===== src/include/psr_pkg.sv =====
// constants and carrier types for the port select / status register slice
package psr_pkg;

  // register offsets (I2C register pointer values)
  localparam logic [7:0] OFS_BC_ERR_CNT  = 8'h1B;
  localparam logic [7:0] OFS_GPIO_STAT_L = 8'h1C;
  localparam logic [7:0] OFS_GPIO_STAT_H = 8'h1D;
  localparam logic [7:0] OFS_PORT_SEL    = 8'h1E;
  localparam logic [7:0] OFS_PIX_MEAS    = 8'h1F;

  // reset values
  localparam logic [7:0] RST_BC_ERR_CNT = 8'h00;
  localparam logic [2:0] RST_PORT_SEL   = 3'h1;
  localparam logic [7:0] RST_PIX_MEAS   = 8'h00;

  // port select field positions
  localparam int PSEL_PRIMARY_BIT   = 0;
  localparam int PSEL_SECONDARY_BIT = 1;
  localparam int PSEL_SEC_ADDR_BIT  = 2;

  // counter saturation values
  localparam logic [7:0] BC_ERR_MAX  = 8'hFF;
  localparam logic [7:0] PIX_CNT_MAX = 8'hFF;

  // oscillator tick timing, derived from the system clock
  localparam int CLK_PERIOD_NS = 10;
  localparam int OSC_PERIOD_NS = 40;
  localparam int OSC_TICK_CYC  = OSC_PERIOD_NS / CLK_PERIOD_NS;

  // I2C slave states
  typedef enum logic [3:0] {
    I2C_IDLE     = 4'b0000,
    I2C_ADDR     = 4'b0001,
    I2C_ACK_ADDR = 4'b0010,
    I2C_RX_PTR   = 4'b0011,
    I2C_ACK_PTR  = 4'b0100,
    I2C_RX_DATA  = 4'b0101,
    I2C_ACK_DATA = 4'b0110,
    I2C_TX_DATA  = 4'b0111,
    I2C_ACK_TX   = 4'b1000
  } psr_i2c_state_t;

  // general-purpose input pin levels, straight from the pads
  typedef struct packed {
    logic       pin8;
    logic       pin7;
    logic       pin6;
    logic       pin5;
    logic [3:0] firstLow;
    logic [3:0] secondLow;
  } psr_gpio_t;

  // routing of register accesses towards the two link ports
  typedef struct packed {
    logic wrFirst;
    logic wrSecond;
    logic rdSecond;
    logic gpioCtlSecond;
  } psr_route_t;

endpackage


===== src/port_select_status_regs.sv =====
// port select, pin status, back-channel error and pixel clock measure registers
`timescale 1ns/10ps

// Overview of operation
// - in self-test mode each port counts back-channel CRC errors in 8 bits, saturating at 255.
// - both error counters clear when a self-test run starts or the external clear bit is written.
// - with the secondary port selected the error count register reads the second port's count.
// - status register 0x1C shows pins 7,6,5 in bits 7:5 and pins 3:0 in bits 3:0, bit 4 reserved.
// - status register 0x1D shows pin 8 in bit 0 with bits 7:1 reading zero.
// - with the secondary port selected status bits 3:0 show the second port's pins 3:0.
// - with secondary address enabled the device also answers at its own address plus one.
// - accesses at the secondary address reach the second port's and the shared registers.
// - with the secondary select, primary writes go to second port and shared, reads likewise.
// - with the secondary select, pin 3:0 control writes steer the second port's pins.
// - with the primary select writes reach the first port; with both set reads use the second.
// - both port selects are ignored while the secondary address is enabled.
// - writing the measure register counts pixel clock edges for value times 40 ns.
// - reading the measure register returns the edge count of the latest window.
// - the pixel clock edge count saturates at all ones.
module port_select_status_regs
  import psr_pkg::*;
#(
  parameter logic [6:0] DEV_ADDR = 7'h2A  // arbitrary value
)(
  input  wire logic       mclk,
  input  wire logic       rstn,
  input  wire logic       scl,
  input  wire logic       sdaIn,
  output logic            sdaOut,
  output logic            sdaOe,
  input  wire logic       selfTestActive,
  input  wire logic       selfTestStart,
  input  wire logic       errCountClear,
  input  wire logic [1:0] crcErr,
  input  wire psr_gpio_t  gpioPins,
  input  wire logic       pixClk,
  output psr_route_t      route,
  output logic            secAddrEnable
);

  logic           rstSync1_ff;
  logic           rstSync2_ff;
  logic [1:0]     sclSync_ff;
  logic [1:0]     sdaSync_ff;
  logic           sclPrev_ff;
  logic           sdaPrev_ff;
  psr_gpio_t      gpioSync1_ff;
  psr_gpio_t      gpioSync2_ff;
  logic [2:0]     pixSync_ff;
  psr_i2c_state_t state_ff;
  logic [3:0]     bitCnt_ff;
  logic [7:0]     rxSh_ff;
  logic [7:0]     txSh_ff;
  logic [7:0]     ptr_ff;
  logic           isRead_ff;
  logic           viaSecond_ff;
  logic           oe_ff;
  logic           sdaOut_ff;
  logic [2:0]     portSel_ff;
  logic [7:0]     errCnt_ff [2];
  logic [7:0]     window_ff;
  logic [7:0]     pixCnt_ff;
  logic           measuring_ff;
  logic [7:0]     tickCnt_ff;
  psr_route_t     route_ff;
  logic           secAddr_ff;

  // synchronised reset copy used throughout
  always_ff @(posedge mclk or negedge rstn)
  begin
    if (!rstn)
    begin
      rstSync1_ff <= 1'b0;
      rstSync2_ff <= 1'b0;
    end
    else
    begin
      rstSync1_ff <= 1'b1;
      rstSync2_ff <= rstSync1_ff;
    end
  end

  wire rstnInt = rstSync2_ff;

  // pad inputs pass two flip-flops before any logic reads them
  always_ff @(posedge mclk or negedge rstnInt)
  begin
    if (!rstnInt)
    begin
      sclSync_ff   <= 2'h3;
      sdaSync_ff   <= 2'h3;
      sclPrev_ff   <= 1'b1;
      sdaPrev_ff   <= 1'b1;
      gpioSync1_ff <= '0;
      gpioSync2_ff <= '0;
      pixSync_ff   <= 3'h0;
    end
    else
    begin
      sclSync_ff   <= {sclSync_ff[0], scl};
      sdaSync_ff   <= {sdaSync_ff[0], sdaIn};
      sclPrev_ff   <= sclSync_ff[1];
      sdaPrev_ff   <= sdaSync_ff[1];
      gpioSync1_ff <= gpioPins;
      gpioSync2_ff <= gpioSync1_ff;
      pixSync_ff   <= {pixSync_ff[1:0], pixClk};
    end
  end

  wire sclNow   = sclSync_ff[1];
  wire sdaNow   = sdaSync_ff[1];
  wire sclRise  = sclNow & ~sclPrev_ff;
  wire sclFall  = ~sclNow & sclPrev_ff;
  wire startCnd = sclNow & sclPrev_ff & sdaPrev_ff & ~sdaNow;
  wire stopCnd  = sclNow & sclPrev_ff & ~sdaPrev_ff & sdaNow;
  wire byteDone = (bitCnt_ff == 4'h8);

  // port routing
  wire secEn      = portSel_ff[PSEL_SEC_ADDR_BIT];
  wire selFirst   = portSel_ff[PSEL_PRIMARY_BIT] | secEn;
  wire selSecond  = portSel_ff[PSEL_SECONDARY_BIT] & ~secEn;
  wire matchPrim  = (rxSh_ff[7:1] == DEV_ADDR);
  wire [6:0] secAddr = DEV_ADDR + 7'h01;
  wire matchSec   = secEn & (rxSh_ff[7:1] == secAddr);
  wire rdSecond   = viaSecond_ff | selSecond;

  psr_route_t nxt_route;
  always_comb
  begin
    nxt_route.wrFirst       = ~viaSecond_ff & selFirst;
    nxt_route.wrSecond      = viaSecond_ff | selSecond;
    nxt_route.rdSecond      = rdSecond;
    nxt_route.gpioCtlSecond = viaSecond_ff | selSecond;
  end

  // read data selection
  wire [7:0] errSel  = rdSecond ? errCnt_ff[1] : errCnt_ff[0];
  wire [3:0] lowPins = rdSecond ? gpioSync2_ff.secondLow : gpioSync2_ff.firstLow;
  wire [7:0] statL   = {gpioSync2_ff.pin7, gpioSync2_ff.pin6, gpioSync2_ff.pin5,
                        1'b0, lowPins};
  wire [7:0] statH   = {7'h00, gpioSync2_ff.pin8};

  function automatic logic [7:0] readReg(input logic [7:0] a);
    logic [7:0] d;
    d = 8'h00;
    unique case (a)
      OFS_BC_ERR_CNT:  d = errSel;
      OFS_GPIO_STAT_L: d = statL;
      OFS_GPIO_STAT_H: d = statH;
      OFS_PORT_SEL:    d = {5'h00, portSel_ff};
      OFS_PIX_MEAS:    d = pixCnt_ff;
      default:         d = 8'h00;
    endcase
    return d;
  endfunction

  wire [7:0] rdData = readReg(ptr_ff);
  wire       wrStb  = sclFall & (state_ff == I2C_RX_DATA) & byteDone;
  wire       wrSel  = wrStb & (ptr_ff == OFS_PORT_SEL);
  wire       wrMeas = wrStb & (ptr_ff == OFS_PIX_MEAS);

  // I2C slave; bits shift in on SCL rise, SDA changes after SCL fall
  always_ff @(posedge mclk or negedge rstnInt)
  begin
    if (!rstnInt)
    begin
      state_ff     <= I2C_IDLE;
      bitCnt_ff    <= 4'h0;
      rxSh_ff      <= 8'h00;
      txSh_ff      <= 8'h00;
      ptr_ff       <= 8'h00;
      isRead_ff    <= 1'b0;
      viaSecond_ff <= 1'b0;
      oe_ff        <= 1'b0;
    end
    else if (startCnd)
    begin
      state_ff  <= I2C_ADDR;
      bitCnt_ff <= 4'h0;
      oe_ff     <= 1'b0;
    end
    else if (stopCnd)
    begin
      state_ff     <= I2C_IDLE;
      oe_ff        <= 1'b0;
      viaSecond_ff <= 1'b0;
    end
    else if (sclRise)
    begin
      rxSh_ff   <= {rxSh_ff[6:0], sdaNow};
      bitCnt_ff <= bitCnt_ff + 4'h1;
      if (state_ff == I2C_ACK_TX && !sdaNow)
        ptr_ff <= ptr_ff + 8'h01;
    end
    else if (sclFall)
    begin
      unique case (state_ff)
        I2C_IDLE: ;
        I2C_ADDR:
          if (byteDone)
          begin
            if (matchPrim || matchSec)
            begin
              state_ff     <= I2C_ACK_ADDR;
              oe_ff        <= 1'b1;
              isRead_ff    <= rxSh_ff[0];
              viaSecond_ff <= matchSec & ~matchPrim;
            end
            else
              state_ff <= I2C_IDLE;
          end
        I2C_ACK_ADDR:
        begin
          bitCnt_ff <= 4'h0;
          if (isRead_ff)
          begin
            state_ff <= I2C_TX_DATA;
            txSh_ff  <= rdData;
            oe_ff    <= ~rdData[7];
          end
          else
          begin
            state_ff <= I2C_RX_PTR;
            oe_ff    <= 1'b0;
          end
        end
        I2C_RX_PTR:
          if (byteDone)
          begin
            ptr_ff   <= rxSh_ff;
            oe_ff    <= 1'b1;
            state_ff <= I2C_ACK_PTR;
          end
        I2C_ACK_PTR, I2C_ACK_DATA:
        begin
          bitCnt_ff <= 4'h0;
          oe_ff     <= 1'b0;
          state_ff  <= I2C_RX_DATA;
        end
        I2C_RX_DATA:
          if (byteDone)
          begin
            ptr_ff   <= ptr_ff + 8'h01;
            oe_ff    <= 1'b1;
            state_ff <= I2C_ACK_DATA;
          end
        I2C_TX_DATA:
          if (byteDone)
          begin
            oe_ff    <= 1'b0;
            state_ff <= I2C_ACK_TX;
          end
          else
          begin
            txSh_ff <= {txSh_ff[6:0], 1'b0};
            oe_ff   <= ~txSh_ff[6];
          end
        I2C_ACK_TX:
          // master ack moved the pointer on the rise; a nack ends the read
          if (!sdaPrev_ff)
          begin
            bitCnt_ff <= 4'h0;
            txSh_ff   <= rdData;
            oe_ff     <= ~rdData[7];
            state_ff  <= I2C_TX_DATA;
          end
          else
            state_ff <= I2C_IDLE;
        default: state_ff <= I2C_IDLE;
      endcase
    end
  end

  // shared register and routing outputs
  always_ff @(posedge mclk or negedge rstnInt)
  begin
    if (!rstnInt)
    begin
      portSel_ff <= RST_PORT_SEL;
      route_ff   <= '0;
      secAddr_ff <= 1'b0;
      sdaOut_ff  <= 1'b0;
    end
    else
    begin
      if (wrSel)
        portSel_ff <= rxSh_ff[2:0];
      route_ff   <= nxt_route;
      secAddr_ff <= secEn;
      sdaOut_ff  <= 1'b0;
    end
  end

  // back-channel error counters; an error in the clearing cycle still counts
  wire errClr = selfTestStart | errCountClear;

  for (genvar p = 0; p < 2; p++)
  begin : g_err
    wire errHit = selfTestActive & crcErr[p];
    always_ff @(posedge mclk or negedge rstnInt)
    begin
      if (!rstnInt)
        errCnt_ff[p] <= RST_BC_ERR_CNT;
      else if (errClr)
        errCnt_ff[p] <= {7'h00, errHit};
      else if (errHit && errCnt_ff[p] != BC_ERR_MAX)
        errCnt_ff[p] <= errCnt_ff[p] + 8'h01;
    end
  end

  // pixel clock measure; edges are seen through the synchroniser, so pixel
  // clocks above half of mclk alias and the figure is only a rough estimate
  wire pixEdge = pixSync_ff[1] & ~pixSync_ff[2];
  wire oscTick = (tickCnt_ff == 8'(OSC_TICK_CYC - 1));

  always_ff @(posedge mclk or negedge rstnInt)
  begin
    if (!rstnInt)
    begin
      window_ff    <= 8'h00;
      pixCnt_ff    <= RST_PIX_MEAS;
      measuring_ff <= 1'b0;
      tickCnt_ff   <= 8'h00;
    end
    else if (wrMeas)
    begin
      window_ff    <= rxSh_ff;
      pixCnt_ff    <= 8'h00;
      measuring_ff <= (rxSh_ff != 8'h00);
      tickCnt_ff   <= 8'h00;
    end
    else if (measuring_ff)
    begin
      tickCnt_ff <= oscTick ? 8'h00 : tickCnt_ff + 8'h01;
      if (pixEdge && pixCnt_ff != PIX_CNT_MAX)
        pixCnt_ff <= pixCnt_ff + 8'h01;
      if (oscTick)
      begin
        window_ff <= window_ff - 8'h01;
        if (window_ff == 8'h01)
          measuring_ff <= 1'b0;
      end
    end
  end

  assign sdaOe         = oe_ff;
  assign sdaOut        = sdaOut_ff;
  assign route         = route_ff;
  assign secAddrEnable = secAddr_ff;

endmodule // port_select_status_regs


===== config.mk =====
export PLATFORM = sky130hd
export DESIGN_NAME = port_select_status_regs
export DESIGN_NICKNAME = d
export VERILOG_FILES = /design/src/include/psr_pkg.sv /design/src/port_select_status_regs.sv
export SDC_FILE = /design/constraint.sdc
export NUM_CORES = 1
export LEC_CHECK = 0
export BUFFER_PORTS_ARGS = -buffer_cell sky130_fd_sc_hd__buf_2
export CORE_MARGIN = 4
export CORE_UTILIZATION = 50
export DETAILED_ROUTE_END_ITERATION = 6
export GPL_TIMING_DRIVEN = 0
export PLACE_DENSITY = 0.67
export SYNTH_ARGS = -nofsm -noshare
export SYNTH_HDL_FRONTEND = slang
export SYNTH_SLANG_ARGS = --single-unit

===== constraint.sdc =====
create_clock -name mclk -period 7.76 [get_ports mclk]
set_clock_uncertainty 0.1 [all_clocks]
set_input_delay 1.552 -clock mclk [delete_from_list [all_inputs] [get_ports mclk]]
set_output_delay 1.552 -clock mclk [all_outputs]
set_load 0.05 [all_outputs]

==> flow_summary_export.csv, run 1 <==
group,metric,value,unit
run_status,status,"completed",
sta,finalCritPeriodShare,36.0,%
sta,fin_crit,2790,ps
sta,tns,0,ps
sta,hold_viol,0,
yosys,ys.flop_type,"dfrtp_1",
power,vdd_drop_max,0.187,mV
grt,grtUsageTotal,21.3,%
floorplanning,dieWidth,116,um
clocking,cts-resized-gates,0,
worst_hold_path,hp-start,"gpioSync1_ff[7]",
placement,gp_congestion,0.870,
yosys,synth_seq_cells,116,
clocking,cts_sinks,116,
critical_path,cp-startpoint,"route[0]",
layout,final_cell_area,6790,sq um
floorplanning,io-pin-count,29,
critical_path,critPathBufInv,2,
critical_path,crit_path_top_delay_cell,"dfrtp_1",
grt,grt_remaining_overflow,0,
yosys,postSynthCellCount,587,
floorplanning,die_height,116,um
clocking,cts-hold-fix-buffers,0,
power,clkPwrFrac,48.5,%
yosys,avgSynthCellArea,9.99,sq um
drt,ant_nets,0,
power,power_frac_seq,44.5,%
critical_path,critPathLaunchType,"register",
power,comb_power_share,7.0,%
critical_path,cp_data_arrival_time,1140,ps
critical_path,critPathMaxFanout,3,
yosys,synth_edf_count,0,
worst_hold_path,hp-class,"register to register",
layout,final_cells,790,
critical_path,slowest_delay,390,ps
layout,layout-drive-gt1-share,16.4,%
layout,area_growth_syn_to_layout,15.8,%
critical_path,crit_path_end_kind,"primary output",
drt,wl_per_cell,16.5,um
yosys,yosys.cell_types.count,71,
floorplanning,initial_core_util,51.1,%
grt,grt_pass1_wl,22200,um
clocking,cts.path.max_buffers,2,
drt,drt-pass1-iter-count,5,
sta,tightest_slew,925,ps
placement,place_inst,758,
drt,vias_per_cell,5.77,
clocking,cts_setup_buffers,0,
power,power.leakage,0.00297,uW
yosys,ys_warn_count,0,
placement,portBuffers,27,
yosys,synthArstFlopShare,100,%
yosys,synthTopCellsByArea,"dfrtp_1 47%, nor2_1 4.2%, nand2_1 3.3%",
grt,grt_max_degree,63,
critical_path,crit_family,"flip-flops",
critical_path,crit_type,"register to primary output",
clocking,cts_buffers,17,
yosys,synth_area,5860,sq um
clocking,path_clk_slew,50,ps
sta,slew_violations,0,
critical_path,required,6110,ps
clocking,clock_latency,420,ps
yosys,synth_largest_area_cell,"dfrtp_1",
sta,finalSetupViolCount,0,
layout,nets,671,
floorplanning,row_count,39,
placement,place_hpwl,9200,um
drt,finalWirelength,13100,um
sta,max-slew-margin-rel,38.2,%
sta,rsz0062_at_grt,"false",
floorplanning,core,11500,sq um
clocking,cts_tree,"done",
critical_path,path_cells,"buf_4 -> buf_2",
clocking,cts.root.buffer_cell,"clkbuf_16",
clocking,h-tree-depth,4,
layout,antenna_cells,0,
sta,fmax,0.358,GHz
drt,drcViolationCount,0,
critical_path,regToRegStartpoint,"ptr_ff[0]",
power,p_switching,400,uW
placement,placed_area,6210,sq um
yosys,yosysTopAreaCellShare,46.5,%
critical_path,reg2reg_slack,5080,ps
power,swShare,25.8,%
drt,via_count,4561,
layout,n_fill_cell,971,
floorplanning,dieArea,13500,sq um
grt,antenna_found_initial,0,
power,power.internal,1150,uW
power,p_per_area,229,nW/um^2
yosys,syn_nets,624,
yosys,ys_seq_area_share,49.7,%
drt,drtIter0Drc,343,
run,cap_violations,0,
grt,grt_pass1_vias,4507,
worst paths after layout:
check                      cells after the start               to
max                                            2         route[2]
min                                            0  gpioSync2_ff[7]
max reg2reg                                    8    tickCnt_ff[5]
min reg2reg                                    0  gpioSync2_ff[7]
max in group asynchronous                      1       sclPrev_ff
min in group asynchronous                      0    pixSync_ff[0]
cell usage after synthesis, types with 14 or more instances:
cell type,count
dfrtp_1,109
nor2_1,65
nand2_1,52
a21oi_1,27
o21ai_0,24
inv_1,22
nand3_1,20
xnor2_1,17
clkbuf_1,16
mux2_2,16
ha_1,15
xor2_1,15
nand4_1,14
per-stage QoR:
stage	power, uW	hold WS, ps	utilization (%)	setup slack [ps]
after CTS	1570	247	59.2	4940
final	1550	244	59.2	4970
after global routing	1610	253	59.2	4830
after floorplan	763	231	-	4200
after detailed placement	810	235	54.1	4950
after global placement	802	232	53.9	3030
flip-flops by register name, indices dropped and copies added, names as in the netlist, 2 cells and up:
register	cells
ptr_ff	8
state_ff	4
gpioSync1_ff	12
rxSh_ff	8
portSel_ff	3
bitCnt_ff	4
errCnt_ff	16
tickCnt_ff	8
window_ff	8
pixCnt_ff	8
txSh_ff	7
gpioSync2_ff	12
route	2
pixSync_ff	3
sdaSync_ff	2
sclSync_ff	2
layer usage:
| metal | GRT usage, % | wire length, um |
|---|---|---|
| met5 | 0 | 0 |
| met4 | 7.27 | 181 |
| met2 | 34.4 | 6400 |
| met3 | 5.54 | 541 |
| met1 | 28.0 | 5940 |
power groups by stage:
stage / clock network (uW) / registers (uW) / logic (uW)
after global routing: 794 / 697 / 122
after detailed placement: 0 / 701 / 110
after floorplan: 0 / 683 / 79.9
after global placement: 0 / 705 / 97.1
final: 753 / 690 / 109
after CTS: 766 / 691 / 110
kinds of logic after synthesis:
group | after synthesis | synth area share, %
other | 2 | 0.128
muxes | 22 | 4.10
DFF | 116 | 49.7
adders and majority gates | 15 | 3.20
xor gates and xnor gates | 32 | 4.78
buffers and inverters | 52 | 4.10
and+or+nand+nor | 227 | 19.7
AOI/OAI and AO/OA | 121 | 14.3
layout make-up:
type	count	area, sq um	share of cell area (%)
multi-input combinational	419	2710	39.9
timing repair buffer	28	163	2.40
tap	143	179	2.64
inverter	22	82.6	1.22
clock inverter	13	125	1.84
sequential	116	2920	43.0
buffer	30	158	2.32
clock buffer	19	453	6.68
cells in the final DEF (no fill, tap or decap), types with 5 or more instances in the layout:
| cell | instances |
|---|---|
| o21ai_1 | 6 |
| o21ai_0 | 24 |
| nand2_1 | 52 |
| nor2b_1 | 5 |
| and2_1 | 5 |
| a21oi_1 | 27 |
| ha_1 | 15 |
| inv_1 | 22 |
| o22a_1 | 5 |
| or3_1 | 8 |
| o21a_1 | 8 |
| clkinvlp_4 | 5 |
| and4_1 | 5 |
| dfrtp_1 | 108 |
| nor3b_1 | 6 |
| clkbuf_16 | 17 |
| and3_1 | 9 |
| xor2_1 | 15 |
| buf_2 | 33 |
| mux2_2 | 16 |
| nor2_1 | 65 |
| xnor2_1 | 17 |
| nor4_1 | 6 |
| nor3_1 | 11 |
| mux2i_1 | 6 |
| clkbuf_1 | 16 |
| dfstp_2 | 7 |
| nand3_1 | 20 |
| nand4_1 | 14 |
worst register-to-register path: stages (launching register included):
cell,delay [ps]
dfrtp_1,480
ha_1,190
clkbuf_1,320
and3_1,210
clkbuf_1,260
nand2_1,90
nor2_1,380
clkbuf_1,420
nor2_1,120
Power figures use the tool's default switching activity.
==> inputs of run 2 (changes only) <==
Settings changed: ABC_AREA set to 1, PLACE_DENSITY 0.67 to 0.7.
Clock period 7.76 ns to 2.45 ns, I/O delays scaled along.
==> run 2 against run 1 <==
Compared with the run above:
- worst hold slack got worse by 190 ps
- via count is 13% higher
- largest power group unchanged
- critical endpoint is now window_ff[2]
- highest routed layer unchanged
- largest cell class unchanged
- worst setup slack lost 4600 ps
- sequential share of layout area is 1.6 points lower
- clock power grew to 3.3 times the previous value
==> flow_summary_export.csv, run 2 <==
group,metric,value,unit
drt,wl_per_cell,13.9,um
placement,place_inst,961,
yosys,postSynthCellCount,786,
critical_path,critPathLaunchType,"register",
sta,fin_ws,387,ps
yosys,synthTopCellsByArea,"dfrtp_1 45%, nand2_1 14%, inv_1 5.8%",
yosys,yosys.area_share.simple,30.3,%
layout,largest_register_ffs,16,
floorplanning,row_count,40,
sta,finalCritPeriodShare,84.2,%
layout,final_cells,994,
yosys,synth_seq_cells,116,
sta,holdWs,52.1,ps
worst_hold_path,hp-start,"sdaIn",
layout,largestRegisters,"errCnt_ff: 16 flops, gpioSync1_ff: 12 flops, gpioSync2_ff: 12 flops",
yosys,avgSynthCellArea,7.73,sq um
grt,grt_remaining_overflow,0,
layout,layout-drive-gt1-share,12.8,%
floorplanning,dieWidth,118,um
yosys,yosys-top-cells-count,"222 x nand2_1, 109 x dfrtp_1, 94 x inv_1, 77 x nor2_1, 68 x nand3_1",
placement,gp_congestion,0.936,
placement,portBuffers,27,
floorplanning,core,12000,sq um
worst_hold_path,whs_endpoint,"sdaSync_ff[0]",
grt,grt_pass1_vias,5025,
placement,place_hpwl,9680,um
layout,top_register,"errCnt_ff",
yosys,yosys.cell_types.count,39,
grt,grt_pass1_wl,23200,um
sta,max-slew-margin-rel,52.7,%
clocking,cts_buffers,17,
placement,placed_area,6430,sq um
drt,drcViolationCount,0,
yosys,synth_edf_count,0,
yosys,synth-compound-area-share,8.38,%
drt,vias_per_cell,5.20,
drt,via_count,5170,
layout,regArea,2920,sq um
power,p_per_area,699,nW/um^2
drt,ant_nets,0,
grt,grt_max_degree,63,
clocking,cts_setup_buffers,0,
layout,final_cell_mix,"222 x nand2_1, 108 x dfrtp_1, 94 x inv_1, 77 x nor2_1, 68 x nand3_1",
sta,tightest_slew,710,ps
layout,area_growth_syn_to_layout,15.9,%
sta,finalSetupViolCount,0,
power,power.leakage,0.00357,uW
placement,place_ws,438,ps
clocking,cts.root.buffer_cell,"clkbuf_16",
critical_path,regToRegStartpoint,"bitCnt_ff[0]",
yosys,synth_area,6080,sq um
floorplanning,die_height,118,um
yosys,syn_nets,823,
sta,slew_violations,0,
drt,drt-pass1-iter-count,7,
grt,grtUsageTotal,20.6,%
yosys,ys.flop_type,"dfrtp_1",
clocking,cts_tree,"done",
yosys,synthAdderAreaFrac,3.09,%
sta,fmax,0.485,GHz
drt,finalWirelength,13800,um
clocking,cts-hold-fix-buffers,1,
run_status,status,"completed",
grt,antenna_found_initial,0,
yosys,synth_largest_area_cell,"dfrtp_1",
clocking,path_clk_slew,70,ps
floorplanning,dieArea,14000,sq um
sta,fin_crit,2060,ps
yosys,ys_seq_area_share,47.9,%
clocking,clock_latency,430,ps
clocking,cts-resized-gates,0,
sta,hold_viol,0,
worst_hold_path,hp-class,"input port to register",
critical_path,crit_path_end_kind,"register",
layout,multi_input_area,2680,sq um
yosys,synth_top_family_by_area,"simple AND/OR/NAND/NOR gates",
critical_path,crit_type,"register to register",
layout,fin_util,58.9,%
critical_path,r2r_cells,10,
yosys,post-synth-top-count-cell,"nand2_1",
floorplanning,initial_core_util,50.8,%
layout,nets,871,
critical_path,reg2reg_slack,390,ps
layout,antenna_cells,0,
run,cap_violations,0,
floorplanning,io-pin-count,29,
clocking,h-tree-depth,4,
yosys,yosysTopAreaCellShare,44.9,%
critical_path,required,2660,ps
yosys,synthXorXnorAreaFrac,2.02,%
critical_path,cp_data_arrival_time,2280,ps
clocking,cts.path.max_buffers,2,
critical_path,regToRegEndpoint,"window_ff[2]",
power,vdd_drop_max,0.421,mV
drt,drtIter0Drc,440,
layout,layout_commonest_cell,"nand2_1",
yosys,ys_warn_count,0,
worst_hold_path,hold_path_depth,1,
clocking,cts_sinks,116,
sta,rsz0062_at_grt,"false",
yosys,synth_mux_area_share,0.165,%
layout,n_fill_cell,1054,
layout,final_cell_area,7040,sq um
critical_path,critPathMaxFanout,10,
yosys,synthArstFlopShare,100,%
[run 2: changes by cell type after synthesis, moves of 12 or more]
cell      before  now
clkbuf_1      16    2
inv_1         22   94
mux2_2        16    0
nand2_1       52  222
nand3_1       20   68
nor2_1        65   77
o21ai_0       24   45
o21ai_1        6   20
xnor2_1       17    0
[run 2: worst max path at each step]
stage | endpoint | start | depth (start not counted)
after floorplan | bitCnt_ff[0] | rstSync2_ff | 0
after global placement | bitCnt_ff[3] | rstSync2_ff | 0
after detailed placement | tickCnt_ff[7] | bitCnt_ff[0] | 8
after CTS | window_ff[2] | bitCnt_ff[0] | 10
after global routing | isRead_ff | state_ff[1] | 10
final | window_ff[2] | bitCnt_ff[0] | 10
[run 2: final cells by class]
cell class	count	area share, %
plain buffers	14	1.42
clock buffers	17	6.04
clock inverters	15	2.54
inverters	103	5.51
multi-input cells	553	38.0
flip-flops and latches	116	41.4
well taps	147	2.61
repair buffers	29	2.45
[run 2: power by group]
group	switching, uW	leakage, uW	internal [uW]	total, uW
logic	214	0.00180	106	321
registers	103	0.00147	2010	2110
clock network	1100	0.000298	1380	2490
total	1420	0.00357	3500	4920
[run 2: metal layers]
metal / GRT usage (%) / part of all wire (%) / vias up
met1: 25.0 / 44 / 2414
met2: 35.2 / 50 / 107
li1: - / - / 2617
met3: 5.41 / 4.0 / 32
met4: 8.06 / 2.4 / 0
met5: 0 / 0 / -
[run 2: worst max-delay path: stages, from the launching register on]
cell and delay [ps]:
dfrtp_1 410, inv_1 90, ha_1 170, nand3_1 200
nor3_4 340, nand2_4 140, buf_6 170, o21ai_1 70
o21ai_1 90, nand2_1 100, nand2_1 60
[run 2: logic make-up (layout without fill, tap and decap cells)]
logic type	count (synthesis)	count (layout)
other cells	2	2
flops	116	116
compound gates	96	96
mux	1	1
simple gates	425	425
fa+ha+maj	15	15
xor+xnor	14	14
buf+inv	117	178
[run 2: through the flow]
step / power (uW) / TNS [ps]
6_report: 4920 / 0
5_1_grt: 5100 / 0
4_1_cts: 4970 / 0
3_5_place_dp: 2470 / 0
3_3_place_gp: 2450 / -23130
2_1_floorplan: 2350 / 0
==> inputs of run 3 (changes only) <==
Settings changed: PLACE_DENSITY 0.7 to 0.67.
Clock period 2.45 ns to 2.1 ns, I/O delays scaled along.
==> run 3 against run 2 <==
Compared with the run above:
- die area unchanged
- clock power grew 12%
- fmax rose by 6.0%
- final area is 2.1% higher
- largest cell class unchanged
==> flow_summary_export.csv, run 3 (synthesis results as in run 2) <==
group,metric,value,unit
layout,area_growth_syn_to_layout,18.3,%
critical_path,r2r_cells,6,
floorplanning,initial_core_util,50.8,%
placement,placed_area,6430,sq um
clocking,cts.root.buffer_cell,"clkbuf_16",
power,swShare,27.0,%
sta,max-slew-margin-rel,57.8,%
sta,tightest_slew,631,ps
floorplanning,dieArea,14000,sq um
power,p_switching,1540,uW
floorplanning,die_height,118,um
sta,rsz0062_at_grt,"true",
layout,nets,887,
placement,place_ws,90.4,ps
layout,largest_register_ffs,16,
sta,finalCritPeriodShare,92.7,%
power,p_total,5680,uW
power,vdd_drop_max,0.815,mV
clocking,clock_latency,430,ps
sta,fin_crit,1950,ps
drt,via_count,5155,
critical_path,crit_path_top_delay_cell,"dfstp_2",
power,power.internal,4150,uW
drt,wl_per_cell,13.5,um
grt,grt_pass1_wl,23200,um
grt,grt_max_degree,70,
critical_path,slowest_delay,560,ps
layout,n_fill_cell,1063,
critical_path,cp.depth,6,
layout,multi_input_area,2700,sq um
critical_path,critPathLaunchType,"register",
floorplanning,io-pin-count,29,
sta,holdWs,203,ps
drt,drcViolationCount,0,
power,p_per_area,791,nW/um^2
layout,regArea,2920,sq um
placement,place_inst,961,
sta,hold_viol,0,
grt,grt_remaining_overflow,0,
critical_path,required,2300,ps
clocking,cts_tree,"done",
critical_path,crit_type,"register to register",
critical_path,crit_family,"simple AND/OR/NAND/NOR gates",
drt,ant_nets,0,
grt,grt_pass1_vias,5030,
clocking,path_clk_slew,60,ps
layout,layout_commonest_cell,"nand2_1",
placement,place_hpwl,9660,um
power,power_frac_seq,43.4,%
floorplanning,row_count,40,
layout,layout-drive-gt1-share,13.1,%
drt,drtIter0Drc,390,
clocking,cts.path.max_buffers,2,
drt,drt-pass1-iter-count,5,
sta,finalSetupViolCount,0,
floorplanning,dieWidth,118,um
layout,largestRegisters,"errCnt_ff: 16 flops, gpioSync1_ff: 12 flops, gpioSync2_ff: 12 flops",
sta,fmax,0.514,GHz
placement,gp_congestion,0.927,
critical_path,critPathMaxFanout,10,
critical_path,cp_data_arrival_time,2140,ps
clocking,h-tree-depth,4,
layout,antenna_cells,0,
layout,top_register,"errCnt_ff",
critical_path,crit_path_end_kind,"register",
grt,antenna_found_initial,0,
layout,final_cell_mix,"221 x nand2_1, 108 x dfrtp_1, 94 x inv_1, 75 x nor2_1, 67 x nand3_1",
placement,portBuffers,27,
layout,final_cell_area,7190,sq um
drt,finalWirelength,13600,um
power,clkPwrFrac,49.2,%
clocking,cts_sinks,116,
critical_path,path_cells,"inv_1 -> nand3_1 -> nand2_2 -> nor2_2 -> buf_2 -> o21ai_0",
worst_hold_path,hp-class,"input port to async pin",
run,cap_violations,0,
run_status,status,"completed",
clocking,cts_buffers,17,
power,comb_power_share,7.3,%
layout,final_cells,1010,
grt,grtUsageTotal,20.7,%
sta,fin_ws,154,ps
floorplanning,core,12000,sq um
drt,vias_per_cell,5.10,
power,power.leakage,0.00362,uW
critical_path,critPathBufInv,2,
sta,slew_violations,0,
run 3: cell types whose count changed in the layout (fill, tap and decap cells not counted), sizes merged:
cell and delta:
buf +1, bufinv +1, clkinvlp +3, dlygate4sd3 +15, inv -4
run 3: stage by stage:
step	util [%]	TNS (ps)
after floorplan	-	0
after CTS	59.9	0
after detailed placement	53.7	0
after global placement	53.5	-63120
final	60.1	0
after global routing	60.1	-15.0
run 3: power groups by stage:
| stage | logic, uW | registers, uW | clock network, uW |
|---|---|---|---|
| after floorplan | 222 | 2510 | 0 |
| after global placement | 336 | 2520 | 0 |
| after detailed placement | 379 | 2500 | 0 |
| after CTS | 403 | 2470 | 2850 |
| after global routing | 474 | 2480 | 2980 |
| final | 416 | 2470 | 2800 |
run 3: final cells by class:
class / instances / area share (%)
sequential: 116 / 40.5
inverter: 103 / 5.40
clock buffer: 17 / 5.92
clock inverter: 15 / 2.05
timing repair buffer: 45 / 4.59
buffer: 14 / 1.39
tap: 147 / 2.56
multi-input combinational: 553 / 37.5
run 3: repair_timing:
item,CTS,global route
resized for setup,0,5
setup endpoints to repair,0,28
hold endpoints to repair,17,0
buffers inserted,0,1
hold buffers,16,0
run 3: path summary, 6_finish.rpt:
| path | startpoint | end | slack (ps) |
|---|---|---|---|
| worst max-delay path | sdaSync_ff[1] | rxSh_ff[3] | 150 |
| worst min-delay path | rstn | rstSync2_ff | 200 |
| worst max register to register | sdaSync_ff[1] | rxSh_ff[3] | 150 |
| worst min register to register | rstSync2_ff | tickCnt_ff[6] | 250 |
| max in group asynchronous | rstSync2_ff | sclSync_ff[1] | 880 |
| min in group mclk | gpioSync1_ff[10] | gpioSync2_ff[10] | 250 |
run 3: layer usage:
metal	global-route usage, %	share of wire, %
met3	6.56	4.1
met1	25.9	44
met5	0	0
met4	5.57	1.3
met2	34.7	50
